<file path="src/logic/pfm_regs.svh">
`ifndef PFM_REGS_SVH
`define PFM_REGS_SVH

// ==========================================================
// Register offsets
`define PFM_OFF_CTRL 8'h00
`define PFM_OFF_LIMITS 8'h04
`define PFM_OFF_STATUS 8'h08
`define PFM_OFF_SETPOINT 8'h0C
`define PFM_OFF_RATED 8'h10

// ==========================================================
// Field positions
`define PFM_CTRL_EN_BIT 0
`define PFM_CTRL_TRK_EN_BIT 1
`define PFM_CTRL_LATCH_LSB 2
`define PFM_LIM_OC_LSB 0
`define PFM_LIM_OV_LSB 4
`define PFM_LIM_UV_LSB 6
`define PFM_LIM_PG_BIT 8
`define PFM_ST_WARN_BIT 5
`define PFM_ST_PG_BIT 6
`define PFM_ST_ON_BIT 7
`define PFM_ST_OTHOLD_BIT 8
`define PFM_ST_LATCH_BIT 9

// ==========================================================
// Reset values
`define PFM_CTRL_RST 16'h0001
`define PFM_LIMITS_RST 16'h002A
`define PFM_SETPOINT_RST 16'h09C4
`define PFM_RATED_RST 16'h2710

// ==========================================================
// Limits in percent, millivolts and degrees C
`define PFM_PCT_FULL 8'h64
`define PFM_OC_BASE 8'h32
`define PFM_OC_INC 8'h0A
`define PFM_OC_MAXSTEP 4'hA
`define PFM_OV_BASE 8'h6E
`define PFM_OV_INC 8'h0A
`define PFM_OV_MAXSTEP 4'h2
`define PFM_UV_BASE 8'h4B
`define PFM_UV_INC 8'h05
`define PFM_UV_MAXSTEP 4'h2
`define PFM_PG_LO_BASE 8'h5A
`define PFM_PG_INC 8'h05
`define PFM_PG_MAXSTEP 4'h1
`define PFM_PG_HI_PCT 8'h6E
`define PFM_OV_FLOOR_MV 16'h03E8
`define PFM_TRK_LIMIT_MV 16'h00FA
`define PFM_OT_TRIP_C 10'sh082
`define PFM_OT_RESTART_C 10'sh078
`define PFM_WARN_C 10'sh078
`define PFM_WARN_HYST_C 10'sh003

// ==========================================================
// Timing
`define PFM_CLK_PERIOD_NS 4
`define PFM_FILTER_NS 6000
`define PFM_FILTER_CYC ((`PFM_FILTER_NS + `PFM_CLK_PERIOD_NS - 1) / `PFM_CLK_PERIOD_NS)
`define PFM_RETRY_MS 130
`define PFM_RETRY_CYC (`PFM_RETRY_MS * 1000000 / `PFM_CLK_PERIOD_NS)

`endif

</file>
<file path="src/logic/pfm_pkg.sv">
package pfm_pkg;

  typedef struct packed {
    logic [7:0] addr;
    logic [15:0] wdata;
    logic wr;
    logic rd;
  } pfm_bus_req_t;

  typedef struct packed {
    logic [15:0] vout_mv;
    logic [15:0] iout_ma;
    logic [15:0] ramp_ref_mv;
    logic signed [9:0] temp_c;
    logic ramping;
  } pfm_meas_t;

  typedef struct packed {
    logic trk;
    logic ot;
    logic uv;
    logic ov;
    logic oc;
  } pfm_fault_t;

  typedef enum logic [3:0] {
    PFM_ST_OFF = 4'b0001,
    PFM_ST_RUN = 4'b0010,
    PFM_ST_RETRY = 4'b0100,
    PFM_ST_LATCH = 4'b1000
  } pfm_state_t;

endpackage

</file>
<file path="src/logic/pfm_sync3.sv">
`timescale 1ns/1ns
module pfm_sync3 (
  input wire logic i_clk,
  input wire logic i_rst_n,
  input wire logic i_async,
  output logic o_level
);
  logic ff1_reg;
  logic ff2_reg;
  logic ff3_reg;

  always_ff @(posedge i_clk or negedge i_rst_n) begin
    if (!i_rst_n) begin
      ff1_reg <= 1'b0;
      ff2_reg <= 1'b0;
      ff3_reg <= 1'b0;
    end else begin
      ff1_reg <= i_async;
      ff2_reg <= ff1_reg;
      ff3_reg <= ff2_reg;
    end
  end

  // A change counts only once the last two stages agree
  always_ff @(posedge i_clk or negedge i_rst_n) begin
    if (!i_rst_n) begin
      o_level <= 1'b0;
    end else if (ff2_reg == ff3_reg) begin
      o_level <= ff3_reg;
    end
  end
endmodule

</file>
<file path="src/logic/pfm_delay_filter.sv">
`timescale 1ns/1ns
module pfm_delay_filter #(
  parameter int W = 6,
  parameter int N = 1500
) (
  input wire logic i_clk,
  input wire logic i_rst_n,
  input wire logic [W-1:0] i_raw,
  output logic [W-1:0] o_q
);
  localparam int CW = $clog2(N + 1);
  logic [CW-1:0] cnt_reg [W];

  // Each output follows its input only after N steady cycles of difference
  always_ff @(posedge i_clk or negedge i_rst_n) begin
    if (!i_rst_n) begin
      o_q <= '0;
      for (int k = 0; k < W; k++) begin
        cnt_reg[k] <= '0;
      end
    end else begin
      for (int k = 0; k < W; k++) begin
        if (i_raw[k] == o_q[k]) begin
          cnt_reg[k] <= '0;
        end else if (cnt_reg[k] == CW'(N - 1)) begin
          o_q[k] <= i_raw[k];
          cnt_reg[k] <= '0;
        end else begin
          cnt_reg[k] <= cnt_reg[k] + CW'(1);
        end
      end
    end
  end

  for (genvar g = 0; g < W; g++) begin : g_chk

  end
endmodule

</file>
<file path="src/logic/pfm_fault_manager.sv">
// Behaviour
// - Overcurrent limit 50..150 percent rated in 11 steps, default 150, retry or latch.
// - Overvoltage limit 110..130 percent setpoint in 10 percent steps, default 130.
// - Overvoltage trip level never below 1.0 V.
// - Undervoltage limit 75..85 percent setpoint in 5 percent steps, retry or latch.
// - Overvoltage, undervoltage, overtemperature, tracking turn stage off about 6 us late.
// - Overtemperature trips above 130 C; restart only at or below 120 C.
// - Tracking off by default; when enabled trips on more than 250 mV error during ramp-up.
// - Warning flag sets above 120 C, clears after 3 degree fall.
// - Warning flag follows its limit crossing about 6 us later.
// - Power-good high inside window 90 or 95 percent up to 110 percent.
// - Power-good changes about 6 us after a window edge is crossed.
`timescale 1ns/1ns
`include "pfm_regs.svh"
module pfm_fault_manager #(
  parameter int RETRY_CYC = `PFM_RETRY_CYC,
  parameter int FILTER_CYC = `PFM_FILTER_CYC,
  parameter logic [15:0] SETPOINT_RST = `PFM_SETPOINT_RST,
  parameter logic [15:0] RATED_RST = `PFM_RATED_RST
) (
  input wire logic i_clk,
  input wire logic i_rst_n,
  input wire pfm_pkg::pfm_bus_req_t i_bus,
  output logic [15:0] o_rdata,
  input wire pfm_pkg::pfm_meas_t i_meas,
  input wire logic i_enable_pin,
  output logic o_stage_on,
  output logic o_output_in_window_pin,
  output logic o_warn,
  output pfm_pkg::pfm_fault_t o_fault
);
  import pfm_pkg::*;

  localparam int RCW = $clog2(RETRY_CYC + 1);

  // ==========================================================
  // Helpers
  function automatic logic [31:0] scale(input logic [15:0] v, input logic [7:0] pct);
    scale = 32'(v) * 32'(pct);
  endfunction

  function automatic logic [7:0] pct_step(input logic [7:0] base, input logic [7:0] inc,
                                          input logic [3:0] step, input logic [3:0] max_step);
    logic [3:0] s;
    s = (step > max_step) ? max_step : step;
    pct_step = 8'(base + 8'(inc * {4'h0, s}));
  endfunction

  // ==========================================================
  // Registers
  logic [15:0] ctrl_reg;
  logic [15:0] limits_reg;
  logic [15:0] setpoint_reg;
  logic [15:0] rated_reg;
  logic [15:0] rdata_reg;
  logic [15:0] rd_value;
  pfm_fault_t fault_reg;
  pfm_fault_t fault_clr;
  logic wr_ctrl;
  logic wr_limits;
  logic wr_status;
  logic wr_setpoint;
  logic wr_rated;

  assign wr_ctrl = i_bus.wr && (i_bus.addr == `PFM_OFF_CTRL);
  assign wr_limits = i_bus.wr && (i_bus.addr == `PFM_OFF_LIMITS);
  assign wr_status = i_bus.wr && (i_bus.addr == `PFM_OFF_STATUS);
  assign wr_setpoint = i_bus.wr && (i_bus.addr == `PFM_OFF_SETPOINT);
  assign wr_rated = i_bus.wr && (i_bus.addr == `PFM_OFF_RATED);
  assign fault_clr = wr_status ? pfm_fault_t'(i_bus.wdata[4:0]) : pfm_fault_t'(5'h00);

  always_ff @(posedge i_clk or negedge i_rst_n) begin
    if (!i_rst_n) begin
      ctrl_reg <= `PFM_CTRL_RST;
    end else if (wr_ctrl) begin
      ctrl_reg <= {9'h000, i_bus.wdata[6:0]};
    end
  end

  // Unused step codes are clamped when the limit is computed, not here
  always_ff @(posedge i_clk or negedge i_rst_n) begin
    if (!i_rst_n) begin
      limits_reg <= `PFM_LIMITS_RST;
    end else if (wr_limits) begin
      limits_reg <= {7'h00, i_bus.wdata[8:0]};
    end
  end

  always_ff @(posedge i_clk or negedge i_rst_n) begin
    if (!i_rst_n) begin
      setpoint_reg <= SETPOINT_RST;
    end else if (wr_setpoint) begin
      setpoint_reg <= i_bus.wdata;
    end
  end

  always_ff @(posedge i_clk or negedge i_rst_n) begin
    if (!i_rst_n) begin
      rated_reg <= RATED_RST;
    end else if (wr_rated) begin
      rated_reg <= i_bus.wdata;
    end
  end

  // ==========================================================
  // Settings decode
  logic sw_enable;
  logic trk_enable;
  pfm_fault_t latch_mode;
  logic [7:0] oc_pct;
  logic [7:0] ov_pct;
  logic [7:0] uv_pct;
  logic [7:0] pg_pct;
  logic pin_enable;
  logic enable;

  assign sw_enable = ctrl_reg[`PFM_CTRL_EN_BIT];
  assign trk_enable = ctrl_reg[`PFM_CTRL_TRK_EN_BIT];
  assign latch_mode = pfm_fault_t'(ctrl_reg[`PFM_CTRL_LATCH_LSB +: 5]);
  assign oc_pct = pct_step(`PFM_OC_BASE, `PFM_OC_INC, limits_reg[`PFM_LIM_OC_LSB +: 4],
                           `PFM_OC_MAXSTEP);
  assign ov_pct = pct_step(`PFM_OV_BASE, `PFM_OV_INC, {2'h0, limits_reg[`PFM_LIM_OV_LSB +: 2]},
                           `PFM_OV_MAXSTEP);
  assign uv_pct = pct_step(`PFM_UV_BASE, `PFM_UV_INC, {2'h0, limits_reg[`PFM_LIM_UV_LSB +: 2]},
                           `PFM_UV_MAXSTEP);
  assign pg_pct = pct_step(`PFM_PG_LO_BASE, `PFM_PG_INC, {3'h0, limits_reg[`PFM_LIM_PG_BIT]},
                           `PFM_PG_MAXSTEP);

  pfm_sync3 u_enable_sync (
    .i_clk(i_clk),
    .i_rst_n(i_rst_n),
    .i_async(i_enable_pin),
    .o_level(pin_enable)
  );

  assign enable = sw_enable && pin_enable;

  // ==========================================================
  // Limit comparisons, percentage ones scaled by one hundred to avoid division
  logic [31:0] v100;
  logic [31:0] i100;
  logic [31:0] ov_pct_level;
  logic [31:0] ov_floor;
  logic [31:0] ov_level;
  logic [15:0] trk_err;
  logic oc_raw;
  logic ov_raw;
  logic uv_raw;
  logic ot_raw;
  logic trk_raw;
  logic pg_raw;
  logic ot_cool;
  logic warn_level_reg;

  assign v100 = scale(i_meas.vout_mv, `PFM_PCT_FULL);
  assign i100 = scale(i_meas.iout_ma, `PFM_PCT_FULL);
  assign ov_pct_level = scale(setpoint_reg, ov_pct);
  assign ov_floor = scale(`PFM_OV_FLOOR_MV, `PFM_PCT_FULL);
  // Low setpoints would otherwise put the trip level into normal ripple
  assign ov_level = (ov_pct_level > ov_floor) ? ov_pct_level : ov_floor;
  assign trk_err = (i_meas.vout_mv > i_meas.ramp_ref_mv) ?
                   16'(i_meas.vout_mv - i_meas.ramp_ref_mv) :
                   16'(i_meas.ramp_ref_mv - i_meas.vout_mv);

  assign oc_raw = i100 > scale(rated_reg, oc_pct);
  assign ov_raw = v100 > ov_level;
  // Undervoltage is masked during the ramp, where the output is legitimately low
  assign uv_raw = (v100 < scale(setpoint_reg, uv_pct)) && !i_meas.ramping;
  assign ot_raw = i_meas.temp_c > `PFM_OT_TRIP_C;
  assign ot_cool = i_meas.temp_c <= `PFM_OT_RESTART_C;
  assign trk_raw = trk_enable && i_meas.ramping && (trk_err > `PFM_TRK_LIMIT_MV);
  assign pg_raw = (v100 >= scale(setpoint_reg, pg_pct)) &&
                  (v100 <= scale(setpoint_reg, `PFM_PG_HI_PCT));

  // Warning with hysteresis ahead of the delay filter; the set wins
  always_ff @(posedge i_clk or negedge i_rst_n) begin
    if (!i_rst_n) begin
      warn_level_reg <= 1'b0;
    end else if (i_meas.temp_c > `PFM_WARN_C) begin
      warn_level_reg <= 1'b1;
    end else if (i_meas.temp_c <= (`PFM_WARN_C - `PFM_WARN_HYST_C)) begin
      warn_level_reg <= 1'b0;
    end
  end

  // ==========================================================
  // Delay qualification; overcurrent bypasses it to act at once
  logic [5:0] filt_q;
  logic ov_q;
  logic uv_q;
  logic ot_q;
  logic trk_q;

  pfm_delay_filter #(
    .W(6),
    .N(FILTER_CYC)
  ) u_filter (
    .i_clk(i_clk),
    .i_rst_n(i_rst_n),
    .i_raw({pg_raw, warn_level_reg, trk_raw, ot_raw, uv_raw, ov_raw}),
    .o_q(filt_q)
  );

  assign ov_q = filt_q[0];
  assign uv_q = filt_q[1];
  assign ot_q = filt_q[2];
  assign trk_q = filt_q[3];
  assign o_warn = filt_q[4];
  assign o_output_in_window_pin = filt_q[5];

  // ==========================================================
  // Shutdown sequencing
  pfm_state_t state_reg;
  pfm_state_t state_next;
  pfm_fault_t trip;
  logic run;
  logic any_trip;
  logic latch_sel;
  logic ot_hold_reg;
  logic [RCW-1:0] retry_cnt_reg;
  logic retry_done;

  assign run = state_reg == PFM_ST_RUN;
  assign trip = run ? pfm_fault_t'({trk_q, ot_q, uv_q, ov_q, oc_raw}) : pfm_fault_t'(5'h00);
  assign any_trip = |trip;
  assign latch_sel = |(trip & latch_mode);
  assign retry_done = retry_cnt_reg == '0;
  assign o_stage_on = run;

  always_comb begin
    state_next = state_reg;
    unique case (state_reg)
      PFM_ST_OFF: begin
        if (enable && !ot_hold_reg) begin
          state_next = PFM_ST_RUN;
        end
      end
      PFM_ST_RUN: begin
        if (any_trip) begin
          state_next = latch_sel ? PFM_ST_LATCH : PFM_ST_RETRY;
        end else if (!enable) begin
          state_next = PFM_ST_OFF;
        end
      end
      PFM_ST_RETRY: begin
        if (retry_done && !enable) begin
          state_next = PFM_ST_OFF;
        end else if (retry_done && !ot_hold_reg) begin
          state_next = PFM_ST_RUN;
        end
      end
      PFM_ST_LATCH: begin
        if (!enable) begin
          state_next = PFM_ST_OFF;
        end
      end
      default: begin
        state_next = PFM_ST_OFF;
      end
    endcase
  end

  always_ff @(posedge i_clk or negedge i_rst_n) begin
    if (!i_rst_n) begin
      state_reg <= PFM_ST_OFF;
    end else begin
      state_reg <= state_next;
    end
  end

  always_ff @(posedge i_clk or negedge i_rst_n) begin
    if (!i_rst_n) begin
      retry_cnt_reg <= '0;
    end else if (run && any_trip) begin
      retry_cnt_reg <= RCW'(RETRY_CYC - 1);
    end else if ((state_reg == PFM_ST_RETRY) && !retry_done) begin
      retry_cnt_reg <= retry_cnt_reg - RCW'(1);
    end
  end

  // Restart block after a thermal trip; a new trip wins over cooling
  always_ff @(posedge i_clk or negedge i_rst_n) begin
    if (!i_rst_n) begin
      ot_hold_reg <= 1'b0;
    end else if (trip.ot) begin
      ot_hold_reg <= 1'b1;
    end else if (ot_cool) begin
      ot_hold_reg <= 1'b0;
    end
  end

  // Sticky cause flags, write one to clear; a new trip wins over the clear
  always_ff @(posedge i_clk or negedge i_rst_n) begin
    if (!i_rst_n) begin
      fault_reg <= '0;
    end else begin
      fault_reg <= (fault_reg & ~fault_clr) | trip;
    end
  end

  assign o_fault = fault_reg;

  // ==========================================================
  // Read port, data valid only in the cycle after the strobe
  always_comb begin
    rd_value = 16'h0000;
    unique case (i_bus.addr)
      `PFM_OFF_CTRL: rd_value = ctrl_reg;
      `PFM_OFF_LIMITS: rd_value = limits_reg;
      `PFM_OFF_STATUS: begin
        rd_value[4:0] = fault_reg;
        rd_value[`PFM_ST_WARN_BIT] = o_warn;
        rd_value[`PFM_ST_PG_BIT] = o_output_in_window_pin;
        rd_value[`PFM_ST_ON_BIT] = run;
        rd_value[`PFM_ST_OTHOLD_BIT] = ot_hold_reg;
        rd_value[`PFM_ST_LATCH_BIT] = state_reg == PFM_ST_LATCH;
      end
      `PFM_OFF_SETPOINT: rd_value = setpoint_reg;
      `PFM_OFF_RATED: rd_value = rated_reg;
      default: rd_value = 16'h0000;
    endcase
  end

  always_ff @(posedge i_clk or negedge i_rst_n) begin
    if (!i_rst_n) begin
      rdata_reg <= 16'h0000;
    end else begin
      rdata_reg <= i_bus.rd ? rd_value : 16'h0000;
    end
  end

  assign o_rdata = rdata_reg;
endmodule

</file>
<file path="config.mk">
export PLATFORM = sky130hd
export DESIGN_NAME = pfm_fault_manager
export DESIGN_NICKNAME = d
export VERILOG_FILES = /design/src/logic/pfm_pkg.sv /design/src/logic/pfm_sync3.sv /design/src/logic/pfm_delay_filter.sv /design/src/logic/pfm_fault_manager.sv
export VERILOG_INCLUDE_DIRS = /design/src /design/src/logic
export SDC_FILE = /design/constraint.sdc
export NUM_CORES = 2
export LEC_CHECK = 0
export BUFFER_PORTS_ARGS = -buffer_cell sky130_fd_sc_hd__buf_2
export CAP_MARGIN = 20
export CORE_MARGIN = 3
export CORE_UTILIZATION = 37
export DETAILED_ROUTE_END_ITERATION = 8
export MAX_ROUTING_LAYER = met4
export PLACE_DENSITY = 0.59
export REMOVE_ABC_BUFFERS = 1
export SLEW_MARGIN = 10
export SYNTH_ARGS = -nofsm -noshare
export SYNTH_HDL_FRONTEND = slang
export SYNTH_SLANG_ARGS = --single-unit
</file>
<file path="constraint.sdc">
create_clock -name i_clk -period 24 [get_ports i_clk]
set_clock_uncertainty 0.15 [all_clocks]
set_input_delay 3.6 -clock i_clk [delete_from_list [all_inputs] [get_ports i_clk]]
set_output_delay 3.6 -clock i_clk [all_outputs]
set_load 0.03 [all_outputs]
</file>
# --- After elaboration in Yosys (flattened, before gate mapping) ---
# Cells that the tools add are included.
op_classes:
  add_sub_neg: 13
  order_cmp: 15
  n_reduce_logical: 33
  n_eq_ne: 23
  mux: 35
  n_bitwise: 10
  multipliers: 11
ops:
  columns: ["operator", "n"]
  rows:
  - ["$mux 11", 12]
  - ["$mul 16x8->24", 4]
  - ["$add 11x1->11 const B", 6]
  - ["$eq 11x11->1 const B", 6]
  - ["$mux 25", 2]
  - ["$pmux 10 s5", 1]
  - ["$gt 23x24->1", 2]
  - ["$mul 16x5->21 const B", 2]
  - ["$mux 16", 2]
  - ["$sub 16x16->16", 2]
  - ["$mux 4", 7]
  - ["$logic_not 25->1", 1]
  - ["$sub 25x1->25 const B", 1]
  - ["$ge 23x24->1", 1]
  - ["$gt 24x17->1 const B", 1]
  - ["$lt 23x24->1", 1]
  - ["$mux 24", 1]
  - ["$le 23x23->1", 1]
  - ["$mul 16x6->22 const B", 1]
  - ["$le 10x8->1 const B", 2]
  - ["$eq 8x4->1 const B", 2]
  - ["$gt 16x16->1", 1]
  - ["$gt 16x8->1 const B", 1]
  - ["$pmux 4 s4", 1]
  - ["other kinds (34)", 79]
word_totals:
  ff_bits: 176
  word_cells: 170

# --- Logic depth before layout (Yosys ltp) ---
depth:
  depth_word: 12
  mapped_depth: 40
  depth_no_buf: 38

# --- By module ---
# Synthesis repeated with hierarchy kept, for this count alone.
unflattened:
  cells_unflattened: 3415
  area_unflattened_um2: 30276.5
modules_own_cells:
  columns: ["module", "cells_per_inst", "area_per_inst_um2", "n_inst"]
  rows:
  - ["pfm_fault_manager", 3071, 26699.4, 1]
  - ["pfm_delay_filter", 339, 3465.8, 1]
  - ["pfm_sync3", 5, 111.4, 1]

# --- Worst setup path after synthesis ---
# No wires, ideal clock.
synth_path:
  path_type: "input port to flip-flop"
  startpoint: "input i_meas[45] (netlist bit)"
  endpoint: "register u_filter.cnt_reg[10] (netlist bit)"
  setup_ns: 0.136
  path_buffers: 1
  arrival_ns: 8.673
  slack_ns: 15.041
  stages: 28
  path_cell_list: "ha_1 > ha_1 > inv_1 > fa_1 > inv_1 > ha_1 > nor2b_1 > o21ai_0 > a21boi_1 > o21ai_0 > nand2b_1 > a21o_1 > a41o_1 > o211a_1 > o21a_1 > nor2_1 > xnor2_1 > ha_1 > a21o_1 > a21o_1 > a21oi_1 > o21ai_0 > a211o_1 > a31oi_1 > o311a_1 > xnor2_1 > clkbuf_1 > nor3_1"
synth_via:
  elab_chain_len: 5
  elab_cells_between_ends: 6
synth_lines:
  columns: ["item", "line", "source"]
  rows:
  - ["start, declared", "pfm_fault_manager.sv:25", "input wire pfm_pkg::pfm_meas_t i_meas,"]
  - ["$mul 16x5->21 *", "pfm_fault_manager.sv:39", "scale = 32'(v) * 32'(pct);"]
  - ["$ge 23x24->1 or $le 23x23->1 (tied branches)", "pfm_fault_manager.sv:172, pfm_fault_manager.sv:173", null]
  - ["$logic_and 1x1->1 *", "pfm_fault_manager.sv:172", "assign pg_raw = (v100 >= scale(setpoint_reg, pg_pct)) &&"]
  - ["$eq 1x1->1 *", "pfm_delay_filter.sv:23", "if (i_raw[k] == o_q[k]) begin"]
  - ["$mux 11 *", "pfm_delay_filter.sv:23", null]
  - ["end signal, assigned by index", "pfm_delay_filter.sv:29", "cnt_reg[k] <= cnt_reg[k] + CW'(1);"]
  - ["end, declared", "pfm_delay_filter.sv:12", "logic [CW-1:0] cnt_reg [W];"]
# Every way passes the cells marked *; elsewhere a longest branch is shown, timed or not.
# A chain may end at the register's enable or synchronous reset.

# --- Worst setup path after layout ---
layout_path:
  startpoint: "register limits_reg[3]"
  endpoint: "register state_reg[1]"
layout_via:
  elab_chain_len: 10
layout_lines:
  columns: ["item", "line", "source"]
  rows:
  - ["start, declared", "pfm_fault_manager.sv:52", "logic [15:0] limits_reg;"]
  - ["start signal, assigned", "pfm_fault_manager.sv:83", "limits_reg <= `PFM_LIMITS_RST;"]
  - ["start signal, assigned", "pfm_fault_manager.sv:85", "limits_reg <= {7'h00, i_bus.wdata[8:0]};"]
  - ["$gt 4x4->1", "pfm_fault_manager.sv:45", "s = (step > max_step) ? max_step : step;"]
  - ["$mux 4 *", "pfm_fault_manager.sv:45", null]
  - ["$mul 3x4->7 *", "pfm_fault_manager.sv:46", "pct_step = 8'(base + 8'(inc * {4'h0, s}));"]
  - ["$add 6x8->8 *", "pfm_fault_manager.sv:46", null]
  - ["$mul 16x8->24 *", "pfm_fault_manager.sv:39", null]
  - ["$gt 23x24->1 *", "pfm_fault_manager.sv:165", "assign oc_raw = i100 > scale(rated_reg, oc_pct);"]
  - ["$mux 5 *", "pfm_fault_manager.sv:224", "assign trip = run ? pfm_fault_t'({trk_q, ot_q, uv_q, ov_q, oc_raw}) : pfm_fault_t'(5'h00);"]
  - ["$reduce_or 5->1 *", "pfm_fault_manager.sv:225", "assign any_trip = |trip;"]
  - ["$mux 4 *", "pfm_fault_manager.sv:239", "if (any_trip) begin"]
  - ["$pmux 4 s4 *", "pfm_fault_manager.sv:232", "unique case (state_reg)"]
  - ["end signal, assigned", "pfm_fault_manager.sv:267", "state_reg <= state_next;"]
  - ["end, declared", "pfm_fault_manager.sv:213", "pfm_state_t state_reg;"]
# Marks and branches as above.

==> flow_metrics.env <==
export IMPL_clkLatencyLatePin_ns=0.45
export IMPL_synthArstFlopShare_pct=100.0
export IMPL_fmax_ghz=0.1012
export IMPL_core_mm2=0.07977
export IMPL_numPortBuffers=111
export IMPL_synthTopCellsByCount="596 x inv_1, 513 x ha_1, 301 x fa_1"
export IMPL_hp_class="reg -> reg"
export IMPL_clockRootBuffer="clkbuf_16"
export IMPL_use_met3_pct=2.319
export IMPL_leakagePower_nw=17.08
export IMPL_worst_slack_ns=14.12
export IMPL_vias_per_cell=5.115
export IMPL_dp_hpwl_um=61680
export IMPL_crit_type="reg -> reg"
export IMPL_finalCriticalPeriod_ns=9.884
export IMPL_yosysWarnings=0
export IMPL_cts_sinks=176
export IMPL_ant_nets=0
export IMPL_largest_reg_flops=66
export IMPL_setup_viol=0
export IMPL_yosys_top_cells_area="ha_1 21%, fa_1 20%, dfrtp_1 13%"
export IMPL_placementRows=103
export IMPL_cts_resized=0
export IMPL_synthMostInstantiatedCell="inv_1"
export IMPL_post_cts_buffers=0
export IMPL_drt_initial_drc_count=1240
export IMPL_die_y_um=291.0
export IMPL_grt_pass1_vias=23050
export IMPL_timing_final_crit_share_pct=41.18
export IMPL_vias=22980
export IMPL_drc_errors=0
export IMPL_finalNetCount=4326
export IMPL_cp_start_kind="flip-flop"
export IMPL_max_slew_margin_rel_pct=27.02
export IMPL_slowest_delay_ns=0.82
export IMPL_syn_inst=3354
export IMPL_h_tree_depth=4
export IMPL_maxCapViolations=0
export IMPL_syn_to_final_growth_pct=7.838
export IMPL_use_met2_pct=29.58
export IMPL_cts_made_buffers=17
export IMPL_ys_flop_type="dfrtp_1"
export IMPL_worstMarginPinSlew_ns=1.087
export IMPL_tns_ns=0
export IMPL_powerDensity_mw_per_mm2=44.12
export IMPL_seq_area_frac_synth_pct=14.71
export IMPL_wl_per_cell_um=16.57
export IMPL_syn_area_mm2=0.03006
export IMPL_drive_above_1_share_pct=7.885
export IMPL_gp_congestion=0.9187
export IMPL_path_common_cell="fa_1"
export IMPL_firstDrtPassIters=6
export IMPL_path_buf_inv=5
export IMPL_fin_util_pct=40.64
export IMPL_start_util_pct=37.68
export IMPL_dieArea_mm2=0.08470
export IMPL_maxSlewViolCount=0
export IMPL_outcome="complete, no violations"
export IMPL_synth_top_area_share_pct=21.35
export IMPL_grt_setup_unrepaired="no"
export IMPL_io_pins=112
export IMPL_gr_usage_all_layers_pct=18.23
export IMPL_synth_top_cell_by_area="ha_1"
export IMPL_peakVddDrop_uv=40.58
export IMPL_top_usage_layer="met2"
export IMPL_antenna_found_initial=5
export IMPL_yosysUniqueCellTypes=89
export IMPL_end_kind="flip-flop"
export IMPL_grt_pass1_wl_um=122500
export IMPL_synth_edf_count=0
export IMPL_finalHoldViolCount=0
export IMPL_ctsHoldBuffers=0
export IMPL_cp_arrival_ns=10.08
export IMPL_place_ws_ns=14.11
export IMPL_totalWireLength_um=74430
export IMPL_cts_tree="yes"
export IMPL_cts_clk_slew_worst_paths_ns=0.07
export IMPL_worstPathMaxFanout=25
export IMPL_syn_area_per_cell_um2=8.962
export IMPL_synth_ff_latch_count=176
export IMPL_globalRouteOverflowTotal=0
export IMPL_critical_path_slowest_cell="dfstp_2"
export IMPL_critPathRequiredTime_ns=24.19
export IMPL_path_delay_family="adder cells"
export IMPL_grt_use_met1_pct=24.45
export IMPL_ctsLongestPathBuffers=2
export IMPL_fp_dieW_um=291.0
export IMPL_grt_max_degree=99
## cell families (layout without fill, tap and decap cells)
| kind of cell | Yosys count | after routing | synth area share (%) |
|---|---|---|---|
| simple gates | 899 | 899 | 15.51 |
| fa+ha+maj | 815 | 815 | 41.43 |
| buf+inv | 683 | 766 | 8.587 |
| compound gates | 501 | 501 | 11.06 |
| xor+xnor | 209 | 209 | 6.089 |
| flops | 176 | 176 | 14.71 |
| mux | 70 | 70 | 2.593 |
| other cells | 1 | 6 | 0.01248 |
## routing by layer
| layer | vias up | routed length [um] |
|---|---|---|
| met3 | 85 | 3091 |
| li1 | 11280 | - |
| met4 | 0 | 1360 |
| met5 | - | 0 |
| met2 | 434 | 35290 |
| met1 | 11180 | 34680 |
## path summary, 6_finish.rpt
kind	start	end	slack [ns]	cells after the start
hold reg to reg	u_enable_sync.ff1_reg$_DFF_PN0_	u_enable_sync.ff2_reg$_DFF_PN0_	0.22	0
setup / recovery	limits_reg[3]$_DFFE_PN1P_	state_reg[1]$_DFFE_PN0P_	14.12	38
max in group asynchronous	i_rst_n	u_filter.cnt_reg[7]$_DFF_PN0_	19.34	3
min in group asynchronous	i_rst_n	o_rdata[11]$_DFF_PN0_	3.10	1
hold / removal	u_enable_sync.ff1_reg$_DFF_PN0_	u_enable_sync.ff2_reg$_DFF_PN0_	0.22	0
setup reg to reg	limits_reg[3]$_DFFE_PN1P_	state_reg[1]$_DFFE_PN0P_	14.12	38
## metrics by stage
stage | instances | hold slack, ns | power, mW | instance area (um2)
6_report | 4492 | 0.2158 | 1.430 | 32420
5_1_grt | 4491 | 0.2347 | 1.573 | 32410
4_1_cts | 4486 | 0.2320 | 1.440 | 32380
3_5_place_dp | 4454 | 0.1963 | 1.153 | 31790
3_3_place_gp | 4454 | 0.1843 | 1.151 | 31790
2_1_floorplan | 3268 | 0.1812 | 0.9338 | 29720
## power by group
part | internal (mW) | switching, mW | leakage, nW | total, mW
sequential | 0.314 | 0.0276 | 2.24 | 0.342
clock | 0.146 | 0.129 | 0.292 | 0.275
combinational | 0.340 | 0.474 | 14.5 | 0.814
total | 0.800 | 0.630 | 17.1 | 1.43
## final cells by class
type	count	area [um2]
fill	7937	47360
multi-input combinational	2495	23070
sequential	176	4423
inverter	597	2241
tap	1050	1314
timing repair buffer	137	777.0
clock buffer	20	466.7
clock inverter	12	115.1
antenna	5	12.51
## placed cells by master, fill, tap and decap left out, types with 13 or more instances in the layout
cell       count
a211oi_1      13
a21o_1        70
a21oi_1      135
a31oi_1       20
and2_1       168
and3_1        17
buf_2        110
buf_4         25
clkbuf_16     17
dfrtp_1      161
dfstp_2       15
fa_1         301
ha_1         513
inv_1        596
mux2_2        52
mux2i_1       16
nand2_1      199
nand2b_1      30
nand3_1       71
nand4_1       34
nor2_1       169
nor2b_1       33
nor3_1        75
nor4_1        13
o21a_1        29
o21ai_0       70
o21ai_1       23
o21bai_1      22
or3_1         17
xnor2_1      123
xor2_1        86
## worst reg2reg max path: cells and delay by family, from the launching register on
kind | cells | cell delay, ns
adder cells (fa/ha/maj) | 9 | 3.53
AO/OA/AOI/OAI | 12 | 2.73
AND/OR/NAND/NOR | 10 | 1.69
flip-flops | 1 | 0.82
buffers and inverters | 5 | 0.63
XOR/XNOR | 2 | 0.22
(Power assumes the default switching activity.)
